File: src/design/arsc_pkg.sv
package arsc_pkg;

    // ****************************************************************
    // register indices (byte address is four times the index)
    // ****************************************************************
    localparam logic [5:0] IDX_CFG_ONE = 6'h00;
    localparam logic [5:0] IDX_CFG_TWO = 6'h01;
    localparam logic [5:0] IDX_CFG_THREE = 6'h02;
    localparam logic [5:0] IDX_STATUS = 6'h03;
    localparam logic [5:0] IDX_RES_HIGH = 6'h04;
    localparam logic [5:0] IDX_RES_LOW = 6'h05;
    localparam logic [5:0] IDX_TRIG_FIRST = 6'h06;
    localparam logic [5:0] IDX_TRIG_SECOND = 6'h07;
    localparam logic [5:0] IDX_TRIG_THIRD = 6'h08;
    localparam logic [5:0] IDX_TRIG_FOURTH = 6'h09;
    localparam logic [5:0] IDX_ACTIVITY = 6'h0A;
    localparam logic [5:0] IDX_TEMP_CALIB = 6'h0B;
    localparam logic [5:0] IDX_REF_CALIB = 6'h0C;

    // ****************************************************************
    // reset values
    // ****************************************************************
    localparam logic [7:0] RST_CFG_ONE = 8'h00;
    localparam logic [7:0] RST_CFG_TWO = 8'h00;
    localparam logic [7:0] RST_CFG_THREE = 8'h1F;
    localparam logic [7:0] RST_BYTE = 8'h00;

    // ****************************************************************
    // field positions
    // ****************************************************************
    localparam int POS_POWER_ON = 0;
    localparam int POS_START = 1;
    localparam int POS_RES_LSB = 5;
    localparam int POS_FIELD_A_LSB = 0;
    localparam int POS_FIELD_B_LSB = 5;
    localparam int POS_EOC = 0;
    localparam int POS_TEMP_EN = 5;
    localparam int POS_REF_EN = 4;
    localparam int POS_BUSY = 0;
    localparam int POS_SAMPLING = 1;

    // ****************************************************************
    // resolution codes, channel groups, calibration high nibbles
    // ****************************************************************
    localparam logic [1:0] RES_12 = 2'h0;
    localparam logic [1:0] RES_10 = 2'h1;
    localparam logic [1:0] RES_8 = 2'h2;
    localparam logic [1:0] RES_6 = 2'h3;
    localparam logic [4:0] FIRST_HIGH_GROUP_CH = 5'h18;
    localparam logic [3:0] TEMP_CALIB_HIGH = 4'h3;
    localparam logic [3:0] REF_CALIB_HIGH = 4'h6;

    // ****************************************************************
    // timing
    // ****************************************************************
    localparam logic [8:0] SAMPLE_CYCLES [8] = '{9'h004, 9'h009, 9'h010, 9'h018,
                                                9'h030, 9'h060, 9'h0C0, 9'h180};
    localparam int CLK_PERIOD_NS = 20;
    localparam int TEMP_SAMPLE_NS = 10000;
    localparam int TEMP_SAMPLE_CYCLES = (TEMP_SAMPLE_NS + CLK_PERIOD_NS - 1) / CLK_PERIOD_NS;

    typedef enum logic [1:0] {CS_IDLE, CS_SAMPLE, CS_CONVERT} arsc_conv_state_t;

endpackage

File: src/design/arsc_align.sv
`timescale 1ns/1ns
`default_nettype none
module arsc_align
    import arsc_pkg::*;
(
    input wire logic [1:0] res,
    input wire logic [11:0] raw,
    output logic [7:0] high_byte,
    output logic [7:0] low_byte
);

    // the core delivers top-aligned bits; shift right by two per step down
    always_comb
    begin
        case (res)
            RES_12:
            begin
                high_byte = {4'h0, raw[11:8]};
                low_byte = raw[7:0];
            end
            RES_10:
            begin
                high_byte = {6'h00, raw[11:10]};
                low_byte = raw[9:2];
            end
            RES_8:
            begin
                high_byte = 8'h00;
                low_byte = raw[11:4];
            end
            default:
            begin
                high_byte = 8'h00;
                low_byte = {2'h0, raw[11:6]};
            end
        endcase
    end

endmodule
`default_nettype wire

File: src/design/arsc_sample_timer.sv
`timescale 1ns/1ns
`default_nettype none
module arsc_sample_timer
    import arsc_pkg::*;
(
    input wire logic clk,
    input wire logic rst,
    input wire logic load,
    input wire logic [2:0] code,
    output logic expire
);

    logic [8:0] count_q;
    logic running_q;

    // expire marks the last sampling cycle, so sampling lasts exactly the count
    assign expire = running_q && (count_q == 9'h001);

    always_ff @(posedge clk)
    begin
        if (rst)
        begin
            count_q <= 9'h000;
            running_q <= 1'b0;
        end
        else if (load)
        begin
            count_q <= SAMPLE_CYCLES[code];
            running_q <= 1'b1;
        end
        else if (running_q)
        begin
            count_q <= count_q - 9'h001;
            running_q <= !expire;
        end
    end

endmodule
`default_nettype wire

File: src/design/arsc_top.sv
// Summary of operation
// - 12-bit: high byte bits 3:0, low byte rest
// - right aligned result for every resolution
// - field a for channels 0-23, b above
// - codes select 4 to 384 sampling cycles
// - schmitt disables for 25 or 28 pins
// - routed pin: comparator schmitt enable wins
// - temp sensor connected only while enabled
// - internal reference on only while enabled
// - temp calibration high nibble is 0x3
// - reference calibration high nibble is 0x6
// - resolution codes 00..11 give 12..6 bits
// - high byte read snapshots low byte
// - field a at bits 2:0 of config two
// - field b at bits 7:5 of config three
//
// Decided for this implementation: the address map and the APB interface to the registers.
`timescale 1ns/1ns
`default_nettype none
module arsc_top
    import arsc_pkg::*;
#(
    parameter int NUM_SCHMITT = 28
)
(
    input wire logic clk,
    input wire logic rst,
    input wire logic psel,
    input wire logic penable,
    input wire logic pwrite,
    input wire logic [7:0] paddr,
    input wire logic [31:0] pwdata,
    output logic [31:0] prdata,
    output logic pready,
    output logic pslverr,
    input wire logic [4:0] conv_channel,
    input wire logic ext_start,
    input wire logic core_result_valid,
    input wire logic [11:0] core_result,
    input wire logic [7:0] temp_calib_byte,
    input wire logic [7:0] ref_calib_byte,
    input wire logic [27:0] routing_io_control_mask,
    input wire logic comparator_schmitt_enable,
    output logic converter_power_on,
    output logic core_sample,
    output logic core_convert,
    output logic [1:0] core_resolution,
    output logic temp_sensor_on,
    output logic internal_ref_on,
    output logic [27:0] schmitt_disable,
    output logic conv_busy
);

    // ****************************************************************
    // register state
    // ****************************************************************
    logic [7:0] cfg_one_q;
    logic [7:0] cfg_two_q;
    logic [7:0] cfg_three_q;
    logic start_q;
    logic eoc_q;
    logic [7:0] result_high_byte_q;
    logic [7:0] result_low_byte_q;
    logic [7:0] shadow_q;
    logic shadow_valid_q;
    logic temp_en_q;
    logic ref_en_q;
    logic [27:0] sch_q;
    logic [31:0] prdata_q;
    logic pready_q;
    logic pslverr_q;
    arsc_conv_state_t state_q;
    logic [1:0] res_conv_q;
    logic [2:0] smp_code;
    logic core_sample_q;
    logic core_convert_q;
    logic [27:0] sch_d;
    logic [27:0] sch_out_q;
    logic temp_on_q;
    logic ref_on_q;
    logic power_q;
    logic busy_q;

    // ****************************************************************
    // bus decode
    // ****************************************************************
    logic [5:0] idx;
    logic setup;
    logic done;
    logic wr;
    logic rd;
    logic hit;
    logic [7:0] rd_d;

    assign idx = paddr[7:2];
    assign setup = psel && !penable;
    assign done = psel && penable && pready_q;
    assign wr = done && pwrite;
    assign rd = done && !pwrite;

    always_comb
    begin
        hit = 1'b1;
        rd_d = 8'h00;
        case (idx)
            IDX_CFG_ONE:
            begin
                rd_d = cfg_one_q;
                rd_d[POS_START] = start_q;
            end
            IDX_CFG_TWO: rd_d = cfg_two_q;
            IDX_CFG_THREE: rd_d = cfg_three_q;
            IDX_STATUS: rd_d[POS_EOC] = eoc_q;
            IDX_RES_HIGH: rd_d = result_high_byte_q;
            IDX_RES_LOW: rd_d = shadow_valid_q ? shadow_q : result_low_byte_q;
            IDX_TRIG_FIRST:
            begin
                rd_d[POS_TEMP_EN] = temp_en_q;
                rd_d[POS_REF_EN] = ref_en_q;
                rd_d[3:0] = sch_q[27:24];
            end
            IDX_TRIG_SECOND: rd_d = sch_q[23:16];
            IDX_TRIG_THIRD: rd_d = sch_q[15:8];
            IDX_TRIG_FOURTH: rd_d = sch_q[7:0];
            IDX_ACTIVITY:
            begin
                rd_d[POS_BUSY] = (state_q != CS_IDLE);
                rd_d[POS_SAMPLING] = core_sample_q;
            end
            IDX_TEMP_CALIB: rd_d = temp_calib_byte;
            IDX_REF_CALIB: rd_d = ref_calib_byte;
            default: hit = 1'b0;
        endcase
    end

    // ****************************************************************
    // apb answer: data latched at setup, ready in the first access cycle
    // ****************************************************************
    always_ff @(posedge clk)
    begin
        if (rst)
        begin
            prdata_q <= 32'h0000_0000;
            pready_q <= 1'b0;
            pslverr_q <= 1'b0;
        end
        else
        begin
            pready_q <= setup;
            pslverr_q <= setup && !hit;
            if (setup)
            begin
                prdata_q <= {24'h00_0000, rd_d};
                if (idx == IDX_TEMP_CALIB)
                begin
                    prdata_q <= {20'h0_0000, TEMP_CALIB_HIGH, temp_calib_byte};
                end
                if (idx == IDX_REF_CALIB)
                begin
                    prdata_q <= {20'h0_0000, REF_CALIB_HIGH, ref_calib_byte};
                end
            end
        end
    end

    // ****************************************************************
    // configuration registers
    // ****************************************************************
    always_ff @(posedge clk)
    begin
        if (rst)
        begin
            cfg_one_q <= RST_CFG_ONE;
            cfg_two_q <= RST_CFG_TWO;
            cfg_three_q <= RST_CFG_THREE;
        end
        else if (wr)
        begin
            if (idx == IDX_CFG_ONE)
            begin
                cfg_one_q <= pwdata[7:0];
            end
            if (idx == IDX_CFG_TWO)
            begin
                cfg_two_q <= pwdata[7:0];
            end
            if (idx == IDX_CFG_THREE)
            begin
                cfg_three_q <= pwdata[7:0];
            end
        end
    end

    // start is a one-cycle request; it is ignored while a conversion runs
    always_ff @(posedge clk)
    begin
        if (rst)
        begin
            start_q <= 1'b0;
        end
        else
        begin
            start_q <= wr && (idx == IDX_CFG_ONE) && pwdata[POS_START];
        end
    end

    // ****************************************************************
    // analog channel and schmitt controls
    // ****************************************************************
    always_ff @(posedge clk)
    begin
        if (rst)
        begin
            temp_en_q <= 1'b0;
            ref_en_q <= 1'b0;
            sch_q <= 28'h000_0000;
        end
        else if (wr)
        begin
            case (idx)
                IDX_TRIG_FIRST:
                begin
                    temp_en_q <= pwdata[POS_TEMP_EN];
                    ref_en_q <= pwdata[POS_REF_EN];
                    sch_q[27:24] <= pwdata[3:0];
                end
                IDX_TRIG_SECOND: sch_q[23:16] <= pwdata[7:0];
                IDX_TRIG_THIRD: sch_q[15:8] <= pwdata[7:0];
                IDX_TRIG_FOURTH: sch_q[7:0] <= pwdata[7:0];
                default: sch_q <= sch_q;
            endcase
        end
    end

    // pins beyond the part's count have no control and drive zero, but their register bits read back as written;
    // the shared-comparator disable is software's job, this only arbitrates
    for (genvar i = 0; i < 28; i++)
    begin : g_sch
        if (i < NUM_SCHMITT)
        begin : g_pin
            assign sch_d[i] = routing_io_control_mask[i] ? !comparator_schmitt_enable
                                                          : sch_q[i];
        end
        else
        begin : g_none
            assign sch_d[i] = 1'b0;
        end
    end

    always_ff @(posedge clk)
    begin
        if (rst)
        begin
            sch_out_q <= 28'h000_0000;
            temp_on_q <= 1'b0;
            ref_on_q <= 1'b0;
            power_q <= 1'b0;
        end
        else
        begin
            sch_out_q <= sch_d;
            temp_on_q <= temp_en_q;
            ref_on_q <= ref_en_q;
            power_q <= cfg_one_q[POS_POWER_ON];
        end
    end

    // ****************************************************************
    // conversion sequence
    // ****************************************************************
    logic go;
    logic smp_expire;
    logic [7:0] fmt_high;
    logic [7:0] fmt_low;

    assign go = (state_q == CS_IDLE) && cfg_one_q[POS_POWER_ON] && (start_q || ext_start);
    assign smp_code = (conv_channel >= FIRST_HIGH_GROUP_CH)
                    ? cfg_three_q[POS_FIELD_B_LSB +: 3]
                    : cfg_two_q[POS_FIELD_A_LSB +: 3];

    arsc_sample_timer u_timer (
        .clk(clk),
        .rst(rst),
        .load(go),
        .code(smp_code),
        .expire(smp_expire)
    );

    arsc_align u_align (
        .res(res_conv_q),
        .raw(core_result),
        .high_byte(fmt_high),
        .low_byte(fmt_low)
    );

    always_ff @(posedge clk)
    begin
        if (rst || !cfg_one_q[POS_POWER_ON])
        begin
            state_q <= CS_IDLE;
            core_sample_q <= 1'b0;
            core_convert_q <= 1'b0;
            res_conv_q <= RES_12;
            busy_q <= 1'b0;
        end
        else
        begin
            case (state_q)
                CS_IDLE:
                begin
                    if (go)
                    begin
                        state_q <= CS_SAMPLE;
                        core_sample_q <= 1'b1;
                        busy_q <= 1'b1;
                        res_conv_q <= cfg_one_q[POS_RES_LSB +: 2];
                    end
                end
                CS_SAMPLE:
                begin
                    if (smp_expire)
                    begin
                        state_q <= CS_CONVERT;
                        core_sample_q <= 1'b0;
                        core_convert_q <= 1'b1;
                    end
                end
                CS_CONVERT:
                begin
                    if (core_result_valid)
                    begin
                        state_q <= CS_IDLE;
                        core_convert_q <= 1'b0;
                        busy_q <= 1'b0;
                    end
                end
                default: state_q <= CS_IDLE;
            endcase
        end
    end

    // ****************************************************************
    // result bytes, shadow and end-of-conversion flag
    // ****************************************************************
    logic result_load;

    assign result_load = (state_q == CS_CONVERT) && core_result_valid && cfg_one_q[POS_POWER_ON];

    always_ff @(posedge clk)
    begin
        if (rst)
        begin
            result_high_byte_q <= RST_BYTE;
            result_low_byte_q <= RST_BYTE;
        end
        else if (result_load)
        begin
            result_high_byte_q <= fmt_high;
            result_low_byte_q <= fmt_low;
        end
    end

    // the snapshot is taken at setup with the high byte data so both halves agree
    always_ff @(posedge clk)
    begin
        if (rst)
        begin
            shadow_q <= RST_BYTE;
            shadow_valid_q <= 1'b0;
        end
        else
        begin
            if (setup && !pwrite && (idx == IDX_RES_HIGH))
            begin
                shadow_q <= result_low_byte_q;
            end
            if (rd && (idx == IDX_RES_HIGH))
            begin
                shadow_valid_q <= 1'b1;
            end
            else if (rd && (idx == IDX_RES_LOW))
            begin
                shadow_valid_q <= 1'b0;
            end
        end
    end

    // a new result in the same cycle as a clear keeps the flag set
    always_ff @(posedge clk)
    begin
        if (rst)
        begin
            eoc_q <= 1'b0;
        end
        else if (result_load)
        begin
            eoc_q <= 1'b1;
        end
        else if (!cfg_one_q[POS_POWER_ON] || (rd && (idx == IDX_RES_LOW))
                 || (wr && (idx == IDX_STATUS) && !pwdata[POS_EOC]))
        begin
            eoc_q <= 1'b0;
        end
    end

    // ****************************************************************
    // outputs
    // ****************************************************************
    assign prdata = prdata_q;
    assign pready = pready_q;
    assign pslverr = pslverr_q;
    assign converter_power_on = power_q;
    assign core_sample = core_sample_q;
    assign core_convert = core_convert_q;
    assign core_resolution = res_conv_q;
    assign temp_sensor_on = temp_on_q;
    assign internal_ref_on = ref_on_q;
    assign schmitt_disable = sch_out_q;
    assign conv_busy = busy_q;

endmodule
`default_nettype wire

File: config.mk
export PLATFORM = sky130hd
export DESIGN_NAME = arsc_top
export DESIGN_NICKNAME = d
export VERILOG_FILES = /design/src/design/arsc_pkg.sv /design/src/design/arsc_align.sv /design/src/design/arsc_sample_timer.sv /design/src/design/arsc_top.sv
export SDC_FILE = /design/constraint.sdc
export NUM_CORES = 1
export LEC_CHECK = 0
export ABC_AREA = 1
export BUFFER_PORTS_ARGS = -buffer_cell sky130_fd_sc_hd__buf_2
export CAP_MARGIN = 20
export CORE_ASPECT_RATIO = 0.9
export CORE_MARGIN = 5
export CORE_UTILIZATION = 55
export DETAILED_ROUTE_END_ITERATION = 8
export PLACE_DENSITY_LB_ADDON = 0.2
export SLEW_MARGIN = 20
export SYNTH_ARGS = -nofsm -noshare
export SYNTH_HDL_FRONTEND = slang
export SYNTH_HIERARCHICAL = 1
export SYNTH_SLANG_ARGS = --single-unit
File: constraint.sdc
create_clock -name clk -period 3 [get_ports clk]
set_input_delay 0.15 -clock clk [delete_from_list [all_inputs] [get_ports clk]]
set_output_delay 0.15 -clock clk [all_outputs]
set_load 0.03 [all_outputs]
---- Yosys cells after proc, flatten, opt, wreduce, memory -nomap -nowiden ----
Memories as Yosys holds them, arrays and structs flattened.
Cells that the tools add are included.
cells by class
  add/subtract/negate cells ............... 1
  $mul .................................... 0
  div/mod/pow operators ................... 0
  magnitude comparators ................... 2
  eq/ne operators ......................... 20
  shift-type cells ........................ 0
  mux-type cells .......................... 60
  bitwise operators ....................... 1
  reduce and logical (&&, ||, !) cells .... 53
operators with widths
  operator                                                             count
  1-bit 2-to-1 mux                                                     39
  9-bit 2-to-1 mux                                                     4
  4-bit case mux with 9 select lines                                   1
  32-bit 2-to-1 mux                                                    1
  6-bit by 4-bit == test with 1-bit output (second input constant)     5
  6-bit by 3-bit == test with 1-bit output (second input constant)     4
  8-bit case mux with 3 select lines                                   1
  1-bit logical AND                                                    19
  2-bit case mux with 8 select lines                                   1
  2-bit AND reduction                                                  8
  2-bit nonzero test                                                   7
  13-bit OR reduction                                                  1
  6-bit by 2-bit == test with 1-bit output (second input constant)     2
  3-bit AND reduction                                                  4
  1-bit case mux with 11 select lines                                  1
  10-bit 2-to-1 mux                                                    1
  1-bit case mux with 10 select lines                                  1
  9-bit by 1-bit == test with 1-bit output (second input constant)     1
  9-bit by 1-bit subtractor with 9-bit output (second input constant)  1
  8-bit 2-to-1 mux                                                     1
  4-bit case mux with 2 select lines                                   1
  1-bit zero test                                                      7
  6-bit by 1-bit == test with 1-bit output (second input constant)     1
  6-bit zero test                                                      1
  13 further kinds                                                     24
word-level totals
  register bits after elaboration ......... 163
  latch bits .............................. 0
  memory bits (writable) .................. 0
  bits in read-only memories .............. 72
  input bits .............................. 109
  output and inout bits ................... 70
  memories ................................ 1
memory list
  memory           depth  bits a word  rd ports  clocked after Yosys merged registers in  write ports  RTL line                 text
  (no name shown)  8      9            1         0                                        0            arsc_sample_timer.sv:28  count_q <= SAMPLE_CYCLES[code];

---- Logic depth before layout (Yosys ltp) ----
  depth after elaboration ................. 8
  mapped depth ............................ 10
  depth with buffers taken out ............ 10

---- Modules after synthesis ----
Netlist, hierarchy kept.
modules (own cells, without submodules)
  module             times used  cells each  area each (um2)
  arsc_top           1           767         5,657.9
  arsc_sample_timer  1           110         737.0
  arsc_align         1           61          327.8

---- Least setup slack after synthesis ----
No wires, ideal clock.
  path type ............................... register to register
  from .................................... register state_q[1]
  to ...................................... register u_timer.count_q[6]
  library setup time ...................... 0.115 ns
  arrival ................................. 1.388 ns
  data required time ...................... 2.885 ns
  setup slack ............................. 1.498 ns
  cell stages (with the launch flop) ...... 11
  path buffers ............................ 2
  clock period less this slack ............ 1.502 ns
  cells stage by stage .................... dfxtp_1 -> nor2_1 -> inv_1 -> nor3_1 -> buf_6 -> nor2_8 -> inv_2 -> buf_6 -> nand2_1 -> a21oi_1 -> nor2_1
between the ends
  word-level cells in the longest chain between the ends .. 4
ends and longest elaborated chain
  element                                                        RTL line                 text
  start: declaration                                             arsc_top.sv:72           arsc_conv_state_t state_q;
  start signal: assignment                                       arsc_top.sv:300          state_q <= CS_IDLE;
  start signal: assignment                                       arsc_top.sv:313          state_q <= CS_SAMPLE;
  start signal: assignment                                       arsc_top.sv:323          state_q <= CS_CONVERT;
  2-bit zero test *                                              arsc_top.sv:276          assign go = (state_q == CS_IDLE) && cfg_one_q[POS_POWER_ON] && (start_q || ext_start);
  1-bit logical AND * (2 in series)                              arsc_top.sv:276
  via go                                                         arsc_top.sv:271          logic go;
  9-bit 2-to-1 mux / 2-bit nonzero test (equally long branches)  --
  end signal: assignment                                         arsc_sample_timer.sv:28
  end signal: assignment                                         arsc_sample_timer.sv:33  count_q <= count_q - 9'h001;
  end: declaration                                               arsc_sample_timer.sv:13  logic [8:0] count_q;
The timed path passes the listed nets; every way through them passes the cells marked *.
A chain may end at the register's enable or synchronous reset.

---- Worst setup path after layout ----
Same ends and word-level chain as after synthesis.

==> metrics.csv <==
metric,value,unit
leakage power,3.747,nW
met3 routed WL,1.553,mm
CP Cell Sequence,"nor2_1, inv_1, nor3_2, buf_4, nor2_8, inv_2, nand2_1, a21oi_1, nor2_1",
drt via density,5.226,
worst-margin pin slew,0.6641,ns
Setup Skew,0.006173,ns
Max H-tree Level,4,
Post-Syn Area,0.006723,mm²
core area,0.01203,mm²
clock slew at reported path FFs,0.06,ns
Setup Crit Path Kind,reg -> reg,
crit-path leading delay family,simple AND/OR/NAND/NOR gates,
FP Rows,38,
worst hold path class,in -> reg,
Antenna Cells,0,
clk sink count,141,
largest net degree at the start of global routing,53,
Unique masters post-synth,41,
final hold vios,0,
RR Endpoint,u_timer/count_q[6]$_SDFFE_PP0P_,
CP endpoint kind,flip-flop,
Die H,114.9,µm
unrepaired setup endpoints after global routing,false,
Final nets,1202,
"Slew Viols, Final",0,
initial detailed-routing violation count,682,
Setup crit start kind,flip-flop,
Peak VDD IR,0.4033,mV
Final Core Density,68.79,%
Worst R2R Start,state_q[1]$_SDFFE_PP0P_,
Fmax,605.9,MHz
launch point of the worst path,state_q[1]$_SDFFE_PP0P_,
GPL Wtd Cong,0.9581,
Clock Tree Buf Depth,2,
First-pass DRT Iterations,5,
Routed WL per cell,14.83,µm
slew margin rel.,55.67,%
top layer in use,met4,
Final setup violation count,0,
first-pass GRT wire length,29.30,mm
placed cell area,0.007351,mm²
initial antenna violation count,0,
sequential area share after synthesis,41.99,%
Area Growth Syn to Fin,23.08,%
Crit path top cell by count,nor2_1,
flop2flop setup slack,1.35,ns
status,finished clean,
worst path buffer plus inverter count,3,
post-route cell area,0.008274,mm²
Slowest cell on crit path,dfxtp_1,
met2 WL,8.334,mm
final worst setup slack,1.350,ns
CTS tree,yes,
detailed placement HPWL,13.13,mm
DRT antenna net count,0,
full die area,0.01454,mm²
Mapped Avg Cell Area,7.167,µm²
hold path start,pwdata[0],
"commonest non-fill, non-tap cell in the layout",nand2_1,
DR DRC count,0,
sink of the worst hold path,cfg_three_q[0]$_SDFFE_PP1P_,
r2r worst-path depth,9,
pre-CTS WS,1.354,ns
TNS Setup,0,ns
Final period util,55.01,%
CP Data Arrival Time,1.96,ns
Total Routing Usage GR,25.29,%
crit-path max cell delay,0.34,ns
FILL cells,1034,
Hold Path Depth,3,
"commonest cells after routing, fill and taps aside","nand2_1, dfxtp_1, buf_2, o21ai_0, nor2_1",
synth warn,6,
Initial Util,55.89,%
CP Max Fanout,12,
Clock Root Buffer,clkbuf_16,
Skew-Pair Late Insertion Delay,0.41,ns
WL final,18.68,mm
Max Cap Viol,0,
port bufs,128,
Die X,126.5,µm
met1 WL,8.392,mm
Final Critical Period,1.650,ns
Yosys reg bits,141,
I/O Pins,179,
vias in the first global route,5817,
Critical Path RT,3.31,ns
share of cells above drive strength 1,20.73,%
post-CTS sizing,0,
pwr dens,552.9,mW/mm²
GR Overflow Total,0,
CTS buffer count,17,
cell count after synthesis,938,
via count,6585,
-- power breakdown --
part | switching [mW] | total [mW] | leakage [nW] | internal (mW)
clock network | 0.807 | 2.28 | 0.301 | 1.48
logic | 0.256 | 0.378 | 2.30 | 0.122
registers | 0.00987 | 1.91 | 1.14 | 1.90
-- cell usage after synthesis, drive strengths merged --
cell / n / area (µm²)
dfxtp: 141 / 2823
mux2: 2 / 22.52
clkinv: 2 / 12.51
o211ai: 2 / 20.02
inv: 105 / 396.6
xor2: 1 / 8.760
ha: 5 / 62.56
clkbuf: 18 / 67.56
a2111oi: 1 / 10.01
nor3: 5 / 25.02
a22oi: 1 / 7.510
nor2: 143 / 700.7
nand3: 57 / 295.3
nand3b: 1 / 7.510
o211a: 1 / 10.01
o21ai: 138 / 698.2
a21oi: 98 / 490.5
buf: 35 / 274.0
nand2: 159 / 631.8
o22ai: 1 / 6.260
nand4: 16 / 115.1
a221oi: 1 / 8.760
conb: 2 / 7.510
o221ai: 1 / 8.760
a31oi: 2 / 12.51
-- cell families (layout without fill, tap and decap cells) --
kind of cell,count (synthesis),after routing,synth area share [%]
flops,141,141,41.99
compound gates,246,246,18.93
mux,2,2,0.3350
buf+inv,160,299,11.17
xor+xnor,1,1,0.1303
other cells,2,25,0.1117
fa+ha+maj,5,5,0.9306
simple gates,381,381,26.41
-- metal layers --
metal | vias up | GRT usage (%)
li1 | 3335 | -
met1 | 2959 | 34.61
met2 | 261 | 39.81
met3 | 30 | 5.806
met4 | 0 | 8.363
met5 | - | 0
-- cell type report --
class,instances,area [µm²],share of cell area [%]
tap,160,200.2,2.419
clock inverter,9,158.9,1.920
multi-input combinational,660,3241,39.17
clock buffer,22,484.2,5.852
sequential,141,2823,34.11
timing repair buffer,161,958.4,11.58
inverter,107,409.1,4.945
-- per-stage QoR --
stage	hold slack [ns]	power, mW	cells
floorplan	0.2287	2.187	961
global placement	0.3399	2.294	1201
detailed placement	0.3433	2.296	1201
CTS	0.001581	4.578	1260
global route	0.01020	4.700	1260
finish	0.007358	4.575	1260
-- how the worst max path moves through the flow --
stage | slack (ns) | endpoint | depth (start not counted)
global route | 1.19 | u_timer/count_q[6]$_SDFFE_PP0P_ | 9
global placement | 1.35 | cfg_three_q[1]$_SDFFE_PP1P_ | 9
floorplan | 1.50 | u_timer/count_q[6]$_SDFFE_PP0P_ | 10
CTS | 1.34 | eoc_q$_SDFFE_PP0P_ | 5
finish | 1.35 | u_timer/count_q[6]$_SDFFE_PP0P_ | 9
detailed placement | 1.35 | prdata[4]$_SDFFE_PP0P_ | 8
-- worst reg2reg max path, stage by stage (launching register included) --
cell     delay (ns)
dfxtp_1        0.34
nor2_1         0.11
inv_1          0.10
nor3_2         0.24
buf_4          0.26
nor2_8         0.07
inv_2          0.18
nand2_1        0.08
a21oi_1        0.13
nor2_1         0.05
-- state kept, by name, indices dropped and copies added (netlist names), 2 cells and up --
| register | flops |
|---|---|
| cfg_one_q | 7 |
| cfg_three_q | 8 |
| cfg_two_q | 8 |
| core_resolution | 2 |
| prdata | 11 |
| result_high_byte_q | 8 |
| result_low_byte_q | 8 |
| sch_q | 28 |
| schmitt_disable | 28 |
| shadow_q | 8 |
| state_q | 2 |
| u_timer/count_q | 9 |
-- timing repair --
action,CTS,global route
hold endpoints to repair,28,0
setup buffers,0,0
hold buffers,28,0
setup endpoints to repair,0,0
Note: power is estimated with default switching activity, not from simulation.
